**src/hw/pcu_pkg.sv**
```systemverilog
// pcu_pkg: constants and types for the loop clock configuration unit
// Contract
// - system clock always half processor clock
// - enable bit 0 routes crystal to outputs
// - switch to loop waits for lock
// - bit 31 reads loop lock state
// - lock takes up to 10 ms
// - bits 30:28 pick both DAC clocks
// - bit 23 halves the loop input
// - strap picks pin, else bit 22 picks
// - bits 19:12 hold feedback divider
// - bits 8:4 hold reference divider
// - bit 11 stops all clocks
// - bit 9 powers the loop down
// - processor clock is VCO result over divider
// - divider code zero divides by eight
// - DAC clocks 50 or 33 percent duty
// - loop/crystal switch-over is glitch free; code gates it on processor clock and crystal low, not DAC clocks
package pcu_pkg;
  localparam logic [11:0] PCU_CFG_OFFSET    = 12'h180;
  localparam logic [31:0] PCU_CFG_RESET     = 32'h0202_0088;
  localparam logic [31:0] PCU_CFG_WMASK     = 32'h77cf_fbff;
  localparam logic [31:0] PCU_LOOP_FIELDS   = 32'h008f_f3f0;
  localparam int          PCU_LOCK_BIT      = 31;
  localparam int          PCU_DAC_SEL_LSB   = 28;
  localparam int          PCU_CPU_DIV_LSB   = 24;
  localparam int          PCU_IN_HALF_BIT   = 23;
  localparam int          PCU_AUD_XTAL_BIT  = 22;
  localparam int          PCU_FB_DIV_LSB    = 12;
  localparam int          PCU_SLEEP_BIT     = 11;
  localparam int          PCU_PDOWN_BIT     = 9;
  localparam int          PCU_REF_DIV_LSB   = 4;
  localparam int          PCU_VCO_OUT_LSB   = 2;
  localparam int          PCU_ENABLE_BIT    = 0;
  localparam logic [1:0]  PCU_VCO_HALF      = 2'h2;
  localparam logic [2:0]  PCU_STRAP_WAIT    = 3'h4;
  localparam int unsigned PCU_CLK_HZ        = 10_000_000;
  localparam int unsigned PCU_LOCK_TIME_MS  = 10;
  localparam int unsigned PCU_LOCK_CYCLES   = PCU_LOCK_TIME_MS * (PCU_CLK_HZ / 1000);

  typedef enum logic [1:0] {
    PCU_BYPASS,
    PCU_WAIT_LOCK,
    PCU_LOOP
  } pcu_mode_t;
endpackage

```
**src/hw/pcu_top.sv**
```systemverilog
// pcu_top: clock configuration register, lock tracking and clock dividers
`timescale 1ns/1ps
module pcu_top
  import pcu_pkg::*;
#(
  parameter int unsigned LOCK_CYC = PCU_LOCK_CYCLES
) (
  input  wire logic        clk_i,                      // 10 MHz system clock
  input  wire logic        srst_i,                     // sync reset, high
  input  wire logic [11:0] paddr_i,                    // apb address
  input  wire logic        psel_i,                     // apb select
  input  wire logic        penable_i,                  // apb enable
  input  wire logic        pwrite_i,                   // apb write
  input  wire logic [31:0] pwdata_i,                   // apb write data
  output logic      [31:0] prdata_o,                   // apb read data
  output logic             pready_o,                   // apb ready
  output logic             pslverr_o,                  // apb error
  input  wire logic        crystal_input_i,            // crystal pin
  input  wire logic        loop_clk_i,                 // vco output pin
  input  wire logic        external_audio_clock_pin_i, // external audio clock
  input  wire logic        audio_strap_i,              // strap, high = pin
  output logic             processor_clock_o,          // processor clock
  output logic             system_half_clock_o,        // half processor clock
  output logic             dac_master_clock_one_o,     // dac clock one
  output logic             dac_master_clock_two_o,     // dac clock two
  output logic             audio_clock_o,              // audio clock
  output logic             loop_locked_o,              // loop lock state
  output logic             loop_power_down_o,          // loop power down
  output logic             sleep_o,                    // device sleep
  output logic             loop_in_half_o,             // loop input halved
  output logic      [4:0]  reference_divider_o,        // loop reference divider
  output logic      [7:0]  feedback_divider_o          // loop feedback divider
);

  logic [31:0] cfg_q;
  logic        pready_q;
  logic        pslverr_q;
  logic [31:0] prdata_q;
  logic        locked_q;
  logic [31:0] lock_cnt_q;
  pcu_mode_t   mode_q;
  logic [3:0]  s1_q;
  logic [3:0]  s2_q;
  logic [3:0]  s3_q;
  logic [3:0]  st_q;
  logic        xprev_q;
  logic        lprev_q;
  logic        half_xtal_q;
  logic [4:0]  pc_cnt_q;
  logic [4:0]  pc_cnt_d;
  logic        proc_q;
  logic        proc_d;
  logic        sys_q;
  logic [1:0]  dac_q;
  logic        audio_q;
  logic        strap_q;
  logic [2:0]  strap_cnt_q;

  logic        acc;
  logic        hit;
  logic        wr_en;
  logic        relock;
  logic        xtal_rise;
  logic        loop_rise;
  logic        use_loop;
  logic        sleep;
  logic        safe;
  logic [3:0]  cpu_eff;
  logic [4:0]  pc_n;
  logic [2:0]  dac_div [2];

  assign acc       = psel_i & penable_i;
  assign hit       = (paddr_i == PCU_CFG_OFFSET);
  assign wr_en     = acc & pready_q & pwrite_i & hit;
  assign relock    = wr_en & (((pwdata_i & PCU_CFG_WMASK) & PCU_LOOP_FIELDS)
                              != (cfg_q & PCU_LOOP_FIELDS));
  assign sleep     = cfg_q[PCU_SLEEP_BIT];
  assign use_loop  = (mode_q == PCU_LOOP);
  assign xtal_rise = st_q[0] & ~xprev_q;
  assign loop_rise = st_q[1] & ~lprev_q;
  assign safe      = ~proc_q & ~st_q[0];

  // apb slave: one wait state, then ready with data or error
  always_ff @(posedge clk_i) begin
    if (srst_i) begin
      pready_q  <= 1'b0;
      pslverr_q <= 1'b0;
      prdata_q  <= 32'h0;
    end else begin
      pready_q  <= acc & ~pready_q;
      pslverr_q <= acc & ~pready_q & ~hit;
      if (acc && !pready_q && !pwrite_i && hit) begin
        prdata_q <= {locked_q, cfg_q[30:0]};
      end else begin
        prdata_q <= 32'h0;
      end
    end
  end

  // configuration register; lock bit and reserved bits not stored
  always_ff @(posedge clk_i) begin
    if (srst_i) begin
      cfg_q <= PCU_CFG_RESET;
    end else if (wr_en) begin
      cfg_q <= pwdata_i & PCU_CFG_WMASK;
    end
  end

  // lock counter restarts on power-down or loop reprogramming
  always_ff @(posedge clk_i) begin
    if (srst_i) begin
      lock_cnt_q <= 32'h0;
      locked_q   <= 1'b0;
    end else if (cfg_q[PCU_PDOWN_BIT] || relock) begin
      lock_cnt_q <= 32'h0;
      locked_q   <= 1'b0;
    end else if (!locked_q) begin
      lock_cnt_q <= lock_cnt_q + 32'h1;
      locked_q   <= (lock_cnt_q == LOCK_CYC - 1);
    end
  end

  // pin synchronisers: a level counts once stages two and three agree
  always_ff @(posedge clk_i) begin
    if (srst_i) begin
      s1_q <= 4'h0;
      s2_q <= 4'h0;
      s3_q <= 4'h0;
    end else begin
      s1_q <= {audio_strap_i, external_audio_clock_pin_i, loop_clk_i, crystal_input_i};
      s2_q <= s1_q;
      s3_q <= s2_q;
    end
  end

  for (genvar i = 0; i < 4; i++) begin : g_sync
    always_ff @(posedge clk_i) begin
      if (srst_i) begin
        st_q[i] <= 1'b0;
      end else if (s2_q[i] == s3_q[i]) begin
        st_q[i] <= s3_q[i];
      end
    end
  end

  always_ff @(posedge clk_i) begin
    if (srst_i) begin
      xprev_q     <= 1'b0;
      lprev_q     <= 1'b0;
      half_xtal_q <= 1'b0;
    end else begin
      xprev_q <= st_q[0];
      lprev_q <= st_q[1];
      if (xtal_rise) begin
        half_xtal_q <= ~half_xtal_q;
      end
    end
  end

  // strap caught once the synchroniser has filled after reset
  always_ff @(posedge clk_i) begin
    if (srst_i) begin
      strap_cnt_q <= 3'h0;
      strap_q     <= 1'b0;
    end else if (strap_cnt_q <= PCU_STRAP_WAIT) begin
      strap_cnt_q <= strap_cnt_q + 3'h1;
      strap_q     <= st_q[3];
    end
  end

  // source selection: change only while processor clock and crystal are low
  always_ff @(posedge clk_i) begin
    if (srst_i) begin
      mode_q <= PCU_BYPASS;
    end else begin
      case (mode_q)
        PCU_BYPASS: begin
          if (cfg_q[PCU_ENABLE_BIT]) begin
            mode_q <= PCU_WAIT_LOCK;
          end
        end
        PCU_WAIT_LOCK: begin
          if (!cfg_q[PCU_ENABLE_BIT]) begin
            mode_q <= PCU_BYPASS;
          end else if (locked_q && safe) begin
            mode_q <= PCU_LOOP;
          end
        end
        PCU_LOOP: begin
          if ((!cfg_q[PCU_ENABLE_BIT] || !locked_q) && safe) begin
            mode_q <= PCU_BYPASS;
          end
        end
        default: begin
          mode_q <= PCU_BYPASS;
        end
      endcase
    end
  end

  assign cpu_eff = (cfg_q[PCU_CPU_DIV_LSB +: 3] == 3'h0) ? 4'h8
                   : {1'b0, cfg_q[PCU_CPU_DIV_LSB +: 3]};
  assign pc_n = (cfg_q[PCU_VCO_OUT_LSB +: 2] == PCU_VCO_HALF) ? {cpu_eff, 1'b0}
                : {1'b0, cpu_eff};

  always_comb begin
    pc_cnt_d = pc_cnt_q;
    if (!use_loop) begin
      pc_cnt_d = pc_n - 5'h1;
    end else if (loop_rise) begin
      pc_cnt_d = (pc_cnt_q >= pc_n - 5'h1) ? 5'h0 : pc_cnt_q + 5'h1;
    end
    if (sleep) begin
      proc_d = 1'b0;
    end else if (!use_loop) begin
      proc_d = st_q[0];
    end else if (pc_n == 5'h1) begin
      proc_d = st_q[1];
    end else begin
      proc_d = (pc_cnt_d < (pc_n >> 1)) && (pc_cnt_q != pc_n - 5'h1 || loop_rise);
    end
  end

  always_ff @(posedge clk_i) begin
    if (srst_i) begin
      pc_cnt_q <= 5'h0;
      proc_q   <= 1'b0;
      sys_q    <= 1'b0;
    end else begin
      pc_cnt_q <= pc_cnt_d;
      proc_q   <= proc_d;
      if (sleep) begin
        sys_q <= 1'b0;
      end else if (proc_d && !proc_q) begin
        sys_q <= ~sys_q;
      end
    end
  end

  // dac clock divisors from select field
  always_comb begin
    logic [2:0] sel;
    sel = cfg_q[PCU_DAC_SEL_LSB +: 3];
    if (cfg_q[PCU_IN_HALF_BIT]) begin
      dac_div[0] = 3'h2 + ((sel >= 3'h6) ? 3'h2 : (sel >= 3'h3) ? 3'h1 : 3'h0);
      dac_div[1] = 3'h2 + ((sel == 3'h1 || sel == 3'h4 || sel == 3'h7) ? 3'h1
                   : (sel == 3'h2 || sel == 3'h5) ? 3'h2 : 3'h0);
    end else begin
      dac_div[0] = sel[1] ? 3'h2 : 3'h1;
      dac_div[1] = sel[0] ? 3'h1 : 3'h2;
    end
  end

  for (genvar d = 0; d < 2; d++) begin : g_dac
    logic [1:0] cnt_q;
    logic [1:0] cnt_d;
    always_comb begin
      cnt_d = cnt_q;
      if (xtal_rise) begin
        cnt_d = ({1'b0, cnt_q} >= dac_div[d] - 3'h1) ? 2'h0 : cnt_q + 2'h1;
      end
    end
    always_ff @(posedge clk_i) begin
      if (srst_i) begin
        cnt_q    <= 2'h0;
        dac_q[d] <= 1'b0;
      end else begin
        cnt_q <= cnt_d;
        if (sleep) begin
          dac_q[d] <= 1'b0;
        end else if (!use_loop || dac_div[d] == 3'h1) begin
          dac_q[d] <= st_q[0];
        end else begin
          dac_q[d] <= ({1'b0, cnt_d} < ((dac_div[d] == 3'h4) ? 3'h2 : 3'h1));
        end
      end
    end
  end

  always_ff @(posedge clk_i) begin
    if (srst_i) begin
      audio_q <= 1'b0;
    end else if (sleep) begin
      audio_q <= 1'b0;
    end else if (strap_q) begin
      audio_q <= st_q[2];
    end else begin
      audio_q <= cfg_q[PCU_AUD_XTAL_BIT] ? st_q[0] : half_xtal_q;
    end
  end

  assign prdata_o               = prdata_q;
  assign pready_o               = pready_q;
  assign pslverr_o              = pslverr_q;
  assign processor_clock_o      = proc_q;
  assign system_half_clock_o    = sys_q;
  assign dac_master_clock_one_o = dac_q[0];
  assign dac_master_clock_two_o = dac_q[1];
  assign audio_clock_o          = audio_q;
  assign loop_locked_o          = locked_q;
  assign loop_power_down_o      = cfg_q[PCU_PDOWN_BIT];
  assign sleep_o                = cfg_q[PCU_SLEEP_BIT];
  assign loop_in_half_o         = cfg_q[PCU_IN_HALF_BIT];
  assign reference_divider_o    = cfg_q[PCU_REF_DIV_LSB +: 5];
  assign feedback_divider_o     = cfg_q[PCU_FB_DIV_LSB +: 8];
endmodule

```
**config.mk**
```make
export PLATFORM = sky130hd
export DESIGN_NAME = pcu_top
export DESIGN_NICKNAME = d
export VERILOG_FILES = /design/src/hw/pcu_pkg.sv /design/src/hw/pcu_top.sv
export SDC_FILE = /design/constraint.sdc
export NUM_CORES = 1
export LEC_CHECK = 0
export BUFFER_PORTS_ARGS = -buffer_cell sky130_fd_sc_hd__buf_2
export CORE_ASPECT_RATIO = 0.5
export CORE_MARGIN = 3
export CORE_UTILIZATION = 45
export CTS_CLUSTER_DIAMETER = 200
export DETAILED_ROUTE_END_ITERATION = 12
export GPL_ROUTABILITY_DRIVEN = 0
export PLACE_DENSITY = 0.71
export SLEW_MARGIN = 0
export SYNTH_ARGS = -nofsm -noshare
export SYNTH_HDL_FRONTEND = slang
export SYNTH_SLANG_ARGS = --single-unit
```
**constraint.sdc**
```tcl
create_clock -name clk_i -period 3.8 [get_ports clk_i]
set_input_delay 0.57 -clock clk_i [delete_from_list [all_inputs] [get_ports clk_i]]
set_output_delay 0.57 -clock clk_i [all_outputs]
set_load 0.005 [all_outputs]
```
# ---- Word level (Yosys, flattened, before mapping)
# Index checks and enable logic that the tools add are counted.
dict set report totals {
  out_inout_bits 56
  ff_bits 129
}
dict set report op_classes {
  muxes 31
  eq_ne 24
  n_reduce_logical 27
  n_lt_le_gt_ge 9
  n_addsub 10
  n_bitwise 19
}
# op n
set op_table {}
lappend op_table {{adder 32 x 1 -> 32 bit, second input constant} 1}
lappend op_table {{== test 32 x 17 -> 1 bit, second input constant} 1}
lappend op_table {{2-to-1 mux 2 bit} 15}
lappend op_table {{2-to-1 mux 5 bit} 4}
lappend op_table {{== test 3 bit, second input constant} 5}
lappend op_table {{!= test 15 bit} 1}
lappend op_table {{== test 12 x 9 -> 1 bit, second input constant} 1}
lappend op_table {{AND 1 bit} 10}
lappend op_table {{== test 3 x 1 -> 1 bit, second input constant} 3}
lappend op_table {{2-to-1 mux 1 bit} 9}
lappend op_table {{inverter 1 bit} 9}
lappend op_table {{logical OR 1 bit} 8}
lappend op_table {{logical AND 1 bit} 7}
lappend op_table {{adder 2 x 2 -> 3 bit, first input constant} 2}
lappend op_table {{greater-or-equal comparator 2 x 3 -> 1 bit} 2}
lappend op_table {{zero test 1 bit} 6}
lappend op_table {{2-to-1 mux 6 bit} 1}
lappend op_table {{case mux 2 bit (3 select lines)} 1}
lappend op_table {{OR reduction 2 bit} 3}
lappend op_table {{subtractor 3 x 1 -> 3 bit, second input constant} 2}
lappend op_table {{adder 5 x 1 -> 5 bit, second input constant} 1}
lappend op_table {{== test 5 x 1 -> 1 bit, second input constant} 1}
lappend op_table {{greater-or-equal comparator 5 bit} 1}
lappend op_table {{< comparator 5 x 4 -> 1 bit} 1}
lappend op_table {{19 further kinds} 25}

# ---- Depth between registers and ports, before layout
dict set report logic_depth {
  ltp_word 14
  depth_mapped 18
  mapped_depth_nobuf 17
}

# ---- Worst setup path before layout
# OpenSTA, ideal clock, no wires.
dict set report synth_path {
  path_type {reg2reg}
  start {register cfg_q[2]}
  end {register sys_q (netlist: system_half_clock_o)}
  required_ns 3.728
  setup_ns 0.072
  path_stages_with_launch 17
  slack_ns 0.205
  period_less_slack_ns 3.595
  t_arrival_ns 3.523
  cell_sequence {dfxtp_1 > nand2b_1 > buf_2 > and3_1 > a221oi_1 > ha_1 > and4_1 > a221oi_2 > nand2_1 > o41a_1 > a22oi_1 > ha_1 > o21a_1 > o21ai_0 > a31oi_1 > o41ai_1 > mux2i_1}
}
dict set report synth_between {
  elab_chain_len 13
  elab_cells_between_ends 16
}
# item line
set synth_rtl {}
lappend synth_rtl {{from (decl)} pcu_top.sv:35} ;# logic [31:0] cfg_q;
lappend synth_rtl {{from (signal assigned)} pcu_top.sv:105} ;# cfg_q <= pwdata_i & PCU_CFG_WMASK;
lappend synth_rtl {{== test 2 bit *} pcu_top.sv:203} ;# assign pc_n = (cfg_q[PCU_VCO_OUT_LSB +: 2] == PCU_VCO_HALF) ? {cpu_eff, 1'b0}
lappend synth_rtl {{2-to-1 mux 5 bit *} pcu_top.sv:203}
lappend synth_rtl {{subtractor 5 x 1 -> 5 bit *} {pcu_top.sv:209, pcu_top.sv:211}}
lappend synth_rtl {{greater-or-equal comparator 5 bit} pcu_top.sv:211} ;# pc_cnt_d = (pc_cnt_q >= pc_n - 5'h1) ? 5'h0 : pc_cnt_q + 5'h1;
lappend synth_rtl {{2-to-1 mux 5 bit} pcu_top.sv:211}
lappend synth_rtl {{2-to-1 mux 5 bit} pcu_top.sv:210} ;# end else if (loop_rise) begin
lappend synth_rtl {{2-to-1 mux 5 bit *} pcu_top.sv:208} ;# if (!use_loop) begin
lappend synth_rtl {{via pc_cnt_d[2]} pcu_top.sv:50} ;# logic [4:0] pc_cnt_d;
lappend synth_rtl {{< comparator 5 x 4 -> 1 bit *} pcu_top.sv:220} ;# proc_d = (pc_cnt_d < (pc_n >> 1)) && (pc_cnt_q != pc_n - 5'h1 || loop_rise);
lappend synth_rtl {{logical AND 1 bit *} pcu_top.sv:220}
lappend synth_rtl {{2-to-1 mux 1 bit *} pcu_top.sv:217} ;# end else if (pc_n == 5'h1) begin
lappend synth_rtl {{2-to-1 mux 1 bit *} pcu_top.sv:215} ;# end else if (!use_loop) begin
lappend synth_rtl {{2-to-1 mux 1 bit *} pcu_top.sv:213} ;# if (sleep) begin
lappend synth_rtl {{logical AND 1 bit *} pcu_top.sv:234} ;# end else if (proc_d && !proc_q) begin
lappend synth_rtl {{to (signal assigned)} pcu_top.sv:235} ;# sys_q <= ~sys_q;
lappend synth_rtl {{to (decl)} pcu_top.sv:53} ;# logic sys_q;
# Mark *: on every way through the listed nets, which the timed path passes. The rest lies on a longest branch.
# A chain may end at the register's enable or synchronous reset.

# ---- Worst setup path after layout
dict set report layout_path {
  start {register cfg_q[2]}
  end {register proc_q (netlist: processor_clock_o)}
}
dict set report layout_between {
  elab_chain_len 12
  elab_cells_between_ends 15
}
# item line
set layout_rtl {}
lappend layout_rtl {{== test 2 bit *} pcu_top.sv:203}
lappend layout_rtl {{2-to-1 mux 5 bit *} pcu_top.sv:203}
lappend layout_rtl {{subtractor 5 x 1 -> 5 bit *} {pcu_top.sv:209, pcu_top.sv:211}}
lappend layout_rtl {{greater-or-equal comparator 5 bit} pcu_top.sv:211}
lappend layout_rtl {{2-to-1 mux 5 bit} pcu_top.sv:211}
lappend layout_rtl {{2-to-1 mux 5 bit} pcu_top.sv:210}
lappend layout_rtl {{2-to-1 mux 5 bit *} pcu_top.sv:208}
lappend layout_rtl {{via pc_cnt_d[2]} pcu_top.sv:50}
lappend layout_rtl {{< comparator 5 x 4 -> 1 bit *} pcu_top.sv:220}
lappend layout_rtl {{logical AND 1 bit *} pcu_top.sv:220}
lappend layout_rtl {{2-to-1 mux 1 bit *} pcu_top.sv:217}
lappend layout_rtl {{2-to-1 mux 1 bit *} pcu_top.sv:215}
lappend layout_rtl {{2-to-1 mux 1 bit *} pcu_top.sv:213}
lappend layout_rtl {{to (signal assigned)} pcu_top.sv:231} ;# proc_q <= proc_d;
lappend layout_rtl {{to (decl)} pcu_top.sv:51} ;# logic proc_q;
# Marks and branches as above.

==> summary.md <==
Routing
* **drt via density** 5.07
* **number of detailed-routing iterations run before antenna repair** 5
* **routed length per placed instance** 14.0 µm
* **starting DRC count in detailed routing** 301
* **total via count in the routed design** 4666
* **Post-route DRC** 0
* **antenna-violating nets left** 0
* **detailed-route wire length** 12900 µm

Floorplan
* **starting utilization of the core area** 0.475
* **Std-Cell Rows** 28
* **placeable core region** 12200 µm²
* **die footprint** 14300 µm²
* **Die Span X** 166 µm
* **Chip Height** 86.2 µm
* **IO Count** 109

Logic synthesis
* **area share of the leading cell type in the synthesized netlist** 0.446
* **count of flip-flops with a built-in enable after synthesis** 0
* **commonest register cell after synthesis** sky130_fd_sc_hd__dfxtp_1
* **cell type with the largest total area after synthesis** sky130_fd_sc_hd__dfxtp_1
* **cell types with the largest area share after synthesis** sky130_fd_sc_hd__dfxtp_1 (45%), sky130_fd_sc_hd__nand2_1 (6.3%), sky130_fd_sc_hd__xor2_1 (5.3%)
* **Mapped Avg Cell Area** 8.83 µm²
* **Synth top cells by count** sky130_fd_sc_hd__dfxtp_1 (129), sky130_fd_sc_hd__nand2_1 (97), sky130_fd_sc_hd__nor2_1 (59)
* **mapped cell area** 5790 µm²
* **synth warn** 0
* **sequential share of the synthesized area** 0.446
* **most repeated cell in the gate-level netlist after synthesis** sky130_fd_sc_hd__dfxtp_1
* **cell count after synthesis** 655
* **async set-reset flop share out of synthesis** 0
* **#FFs+latches synth** 129
* **distinct cell type count after synthesis** 55

CTS
* **CTS root buffer** sky130_fd_sc_hd__clkbuf_16
* **insertion delay to the later sink of the worst-skew pair** 0.41 ns
* **TritonCTS clock tree** built
* **Inserted Clock Buffers** 17
* **clock-pin slew of the registers on the worst-case setup and hold paths** 0.06 ns
* **Num Clock Sinks** 129
* **Max Buffers Root-to-Sink** 2
* **CTS H-tree lvls** 4

Timing
* **slew of the pin with the lowest slew margin** 0.923 ns
* **Final Hold Fails** 0
* **worst slew margin relative to its limit** 0.384
* **final slew viol count** 0
* **Setup Viol. Count Final** 0
* **final worst slack** 0.215 ns
* **final critical-path required period** 3.58 ns
* **f_max** 279 MHz
* **share of the clock period used by the worst path** 0.943
* **Fin Clk Skew** 0.0124 ns
* **post-route worst hold slack** 0.359 ns

Place
* **pre-CTS setup slack** -0.0479 ns
* **HPWL after detailed placement** 8740 µm
* **port buffer count** 99
* **number of cells in the design after placement** 886

Power and ir drop
* **proportion of total power due to net switching** 0.215
* **net switching power** 677 µW
* **Worst IR Drop VDD** 0.233 mV
* **Final Total Pwr** 3.14 mW
* **Clock power frac** 0.528
* **Power Internal** 2.47 mW
* **Static Leakage** 2.98 nW
* **power per standard cell area** 449 nW/µm²
* **sequential power share** 0.438
* **part of the total power dissipated in combinational logic** 0.033

Setup path
* **WP buf/inv** 1
* **kind of end point of the critical path** flip-flop
* **type of element launching the critical path** flip-flop
* **worst-path fanout max** 7
* **Crit path arrival time** 3.92 ns
* **slowest stage cell, crit path** sky130_fd_sc_hd__or3_1
* **Crit Path Class** flip-flop to flip-flop
* **Critical Path Start** cfg_q[2]
* **data required time of the worst path** 4.13 ns
* **startpoint of the lowest-slack register-to-register path** cfg_q[2]
* **Top cell by count, worst path** sky130_fd_sc_hd__ha_1
* **Crit path largest cell delay** 0.36 ns
* **cell chain of the critical path** nand2b_4 -> mux2i_4 -> ha_1 -> inv_1 -> ha_1 -> and4_1 -> a221oi_2 -> nand2_1 -> o41a_1 -> a22oi_2 -> ha_1 -> o21a_1 -> o21ai_0 -> a31oi_1 -> or3_1 -> a21oi_1
* **kind of cell adding the most delay to the critical path** compound AO/OA/AOI/OAI gates

Finish
* **area growth from synthesis to layout** 20.9%
* **number of inserted diodes** 0
* **Post-Route Utilization** 0.574
* **area used by multi-input combinational logic** 2970 µm²
* **NumNets Final** 819
* **filler instances** 1064
* **number of cells in the finished layout apart from fillers** 920
* **share of final-layout standard cells stronger than drive strength 1** 0.217
* **storage element area** 2580 µm²

Global routing
* **wire length of the first global-routing pass** 21300 µm
* **maximum number of pins on one net before global-route repair** 56
* **met2 Usage GRT** 0.318
* **met3 track utilization from global routing** 0.0497
* **most congested layer reported by global routing** met2
* **GRT Residual Overflow** 0
* **number of antenna violations at the first check in global routing** 0
* **met1 track demand over resource** 0.220
* **global router's overall resource usage** 0.182
* **via count of the first global-routing pass** 4499

Hold path
* **worst hold start** audio_strap_i
* **class of the worst hold path** primary input to flip-flop

Outcome
* **outcome** completed

Flow run
* **Max-cap violations** 0

power by group through the flow:
stage          combinational (mW)  sequential (mW)  clock (mW)
2_1_floorplan              0.0649             1.41           0
4_1_cts                     0.104             1.38        1.69
3_3_place_gp                0.100             1.41           0
5_1_grt                     0.118             1.38        1.75
3_5_place_dp                0.103             1.41           0
6_report                    0.105             1.38        1.66
registers in the layout, summed over array words and instances, names as in the netlist, 5 cells and up:
name,cells
prdata_o,28
pc_cnt_q,5
cfg_q,27
lock_cnt_q,32
routing by layer:
layer	up-vias	wire, µm
met1	2184	5630
li1	2364	-
met5	-	0
met2	112	6420
met3	6	723
met4	0	80
worst register-to-register path: stages (launching register included):
cell and delay, ns:
sky130_fd_sc_hd__dfxtp_2 0.33, sky130_fd_sc_hd__nand2b_4 0.18, sky130_fd_sc_hd__mux2i_4 0.20, sky130_fd_sc_hd__ha_1 0.30
sky130_fd_sc_hd__inv_1 0.05, sky130_fd_sc_hd__ha_1 0.27, sky130_fd_sc_hd__and4_1 0.18, sky130_fd_sc_hd__a221oi_2 0.26
sky130_fd_sc_hd__nand2_1 0.13, sky130_fd_sc_hd__o41a_1 0.34, sky130_fd_sc_hd__a22oi_2 0.18, sky130_fd_sc_hd__ha_1 0.26
sky130_fd_sc_hd__o21a_1 0.10, sky130_fd_sc_hd__o21ai_0 0.15, sky130_fd_sc_hd__a31oi_1 0.08, sky130_fd_sc_hd__or3_1 0.36
sky130_fd_sc_hd__a21oi_1 0.14
area by class of cell:
cell class | count | area share
inverter | 13 | 0.00697
timing repair buffer | 111 | 0.0837
multi-input combinational | 471 | 0.424
tap | 165 | 0.0295
clock inverter | 12 | 0.0231
clock buffer | 19 | 0.0633
sequential | 129 | 0.369
stage by stage:
step            TNS, ns  instance area (µm²)
6_report              0                 7000
4_1_cts               0                 6920
3_5_place_dp    -0.0479                 6310
2_1_floorplan         0                 5800
5_1_grt         -0.0223                 7000
3_3_place_gp   -0.00799                 6310
logic make-up after synthesis:
group	Yosys count	synth area share
XOR/XNOR	53	0.0802
flip-flops	129	0.446
other	2	0.00130
AND/OR/NAND/NOR	302	0.269
adder cells (fa/ha/maj)	23	0.0497
multiplexers	9	0.0160
buffers and inverters	58	0.0549
AO/OA/AOI/OAI	79	0.0830
final timing paths:
check	cells past startpoint	slack, ns	to
setup / recovery	16	0.22	processor_clock_o
hold / removal	2	0.36	s1_q[3]
setup reg to reg	16	0.22	processor_clock_o
hold reg to reg	1	0.43	s2_q[1]
what timing repair did:
item,4_1_cts,5_1_grt
endpoints found under the setup margin,1,2
setup buffers,0,3
hold buffers,0,0
endpoints found under the hold margin,0,0
pin swaps,0,5
resized for setup,2,11
placed cells by master (no fill, tap or decap), types with 3 or more instances in the layout:
| master | n |
|---|---|
| sky130_fd_sc_hd__xor2_1 | 35 |
| sky130_fd_sc_hd__nor3_1 | 11 |
| sky130_fd_sc_hd__buf_4 | 12 |
| sky130_fd_sc_hd__clkinv_4 | 5 |
| sky130_fd_sc_hd__a21oi_1 | 36 |
| sky130_fd_sc_hd__nand2_1 | 95 |
| sky130_fd_sc_hd__or3_1 | 5 |
| sky130_fd_sc_hd__nand3b_1 | 5 |
| sky130_fd_sc_hd__o21ai_0 | 16 |
| sky130_fd_sc_hd__nor2_1 | 58 |
| sky130_fd_sc_hd__a31oi_1 | 4 |
| sky130_fd_sc_hd__bufinv_16 | 3 |
| sky130_fd_sc_hd__and2_1 | 29 |
| sky130_fd_sc_hd__xnor2_1 | 18 |
| sky130_fd_sc_hd__a21o_1 | 3 |
| sky130_fd_sc_hd__dfxtp_1 | 127 |
| sky130_fd_sc_hd__buf_2 | 99 |
| sky130_fd_sc_hd__clkbuf_16 | 17 |
| sky130_fd_sc_hd__mux2i_1 | 6 |
| sky130_fd_sc_hd__and3_1 | 5 |
| sky130_fd_sc_hd__inv_1 | 13 |
| sky130_fd_sc_hd__nor2b_1 | 22 |
| sky130_fd_sc_hd__clkinvlp_4 | 3 |
| sky130_fd_sc_hd__nor4_1 | 9 |
| sky130_fd_sc_hd__ha_1 | 23 |
| sky130_fd_sc_hd__a211oi_1 | 4 |
| sky130_fd_sc_hd__and4_1 | 6 |
| sky130_fd_sc_hd__conb_1 | 5 |
| sky130_fd_sc_hd__nand3_1 | 21 |
| sky130_fd_sc_hd__nand4_1 | 8 |
| sky130_fd_sc_hd__nand2b_1 | 9 |
Note: power is estimated with default switching activity, not from simulation.
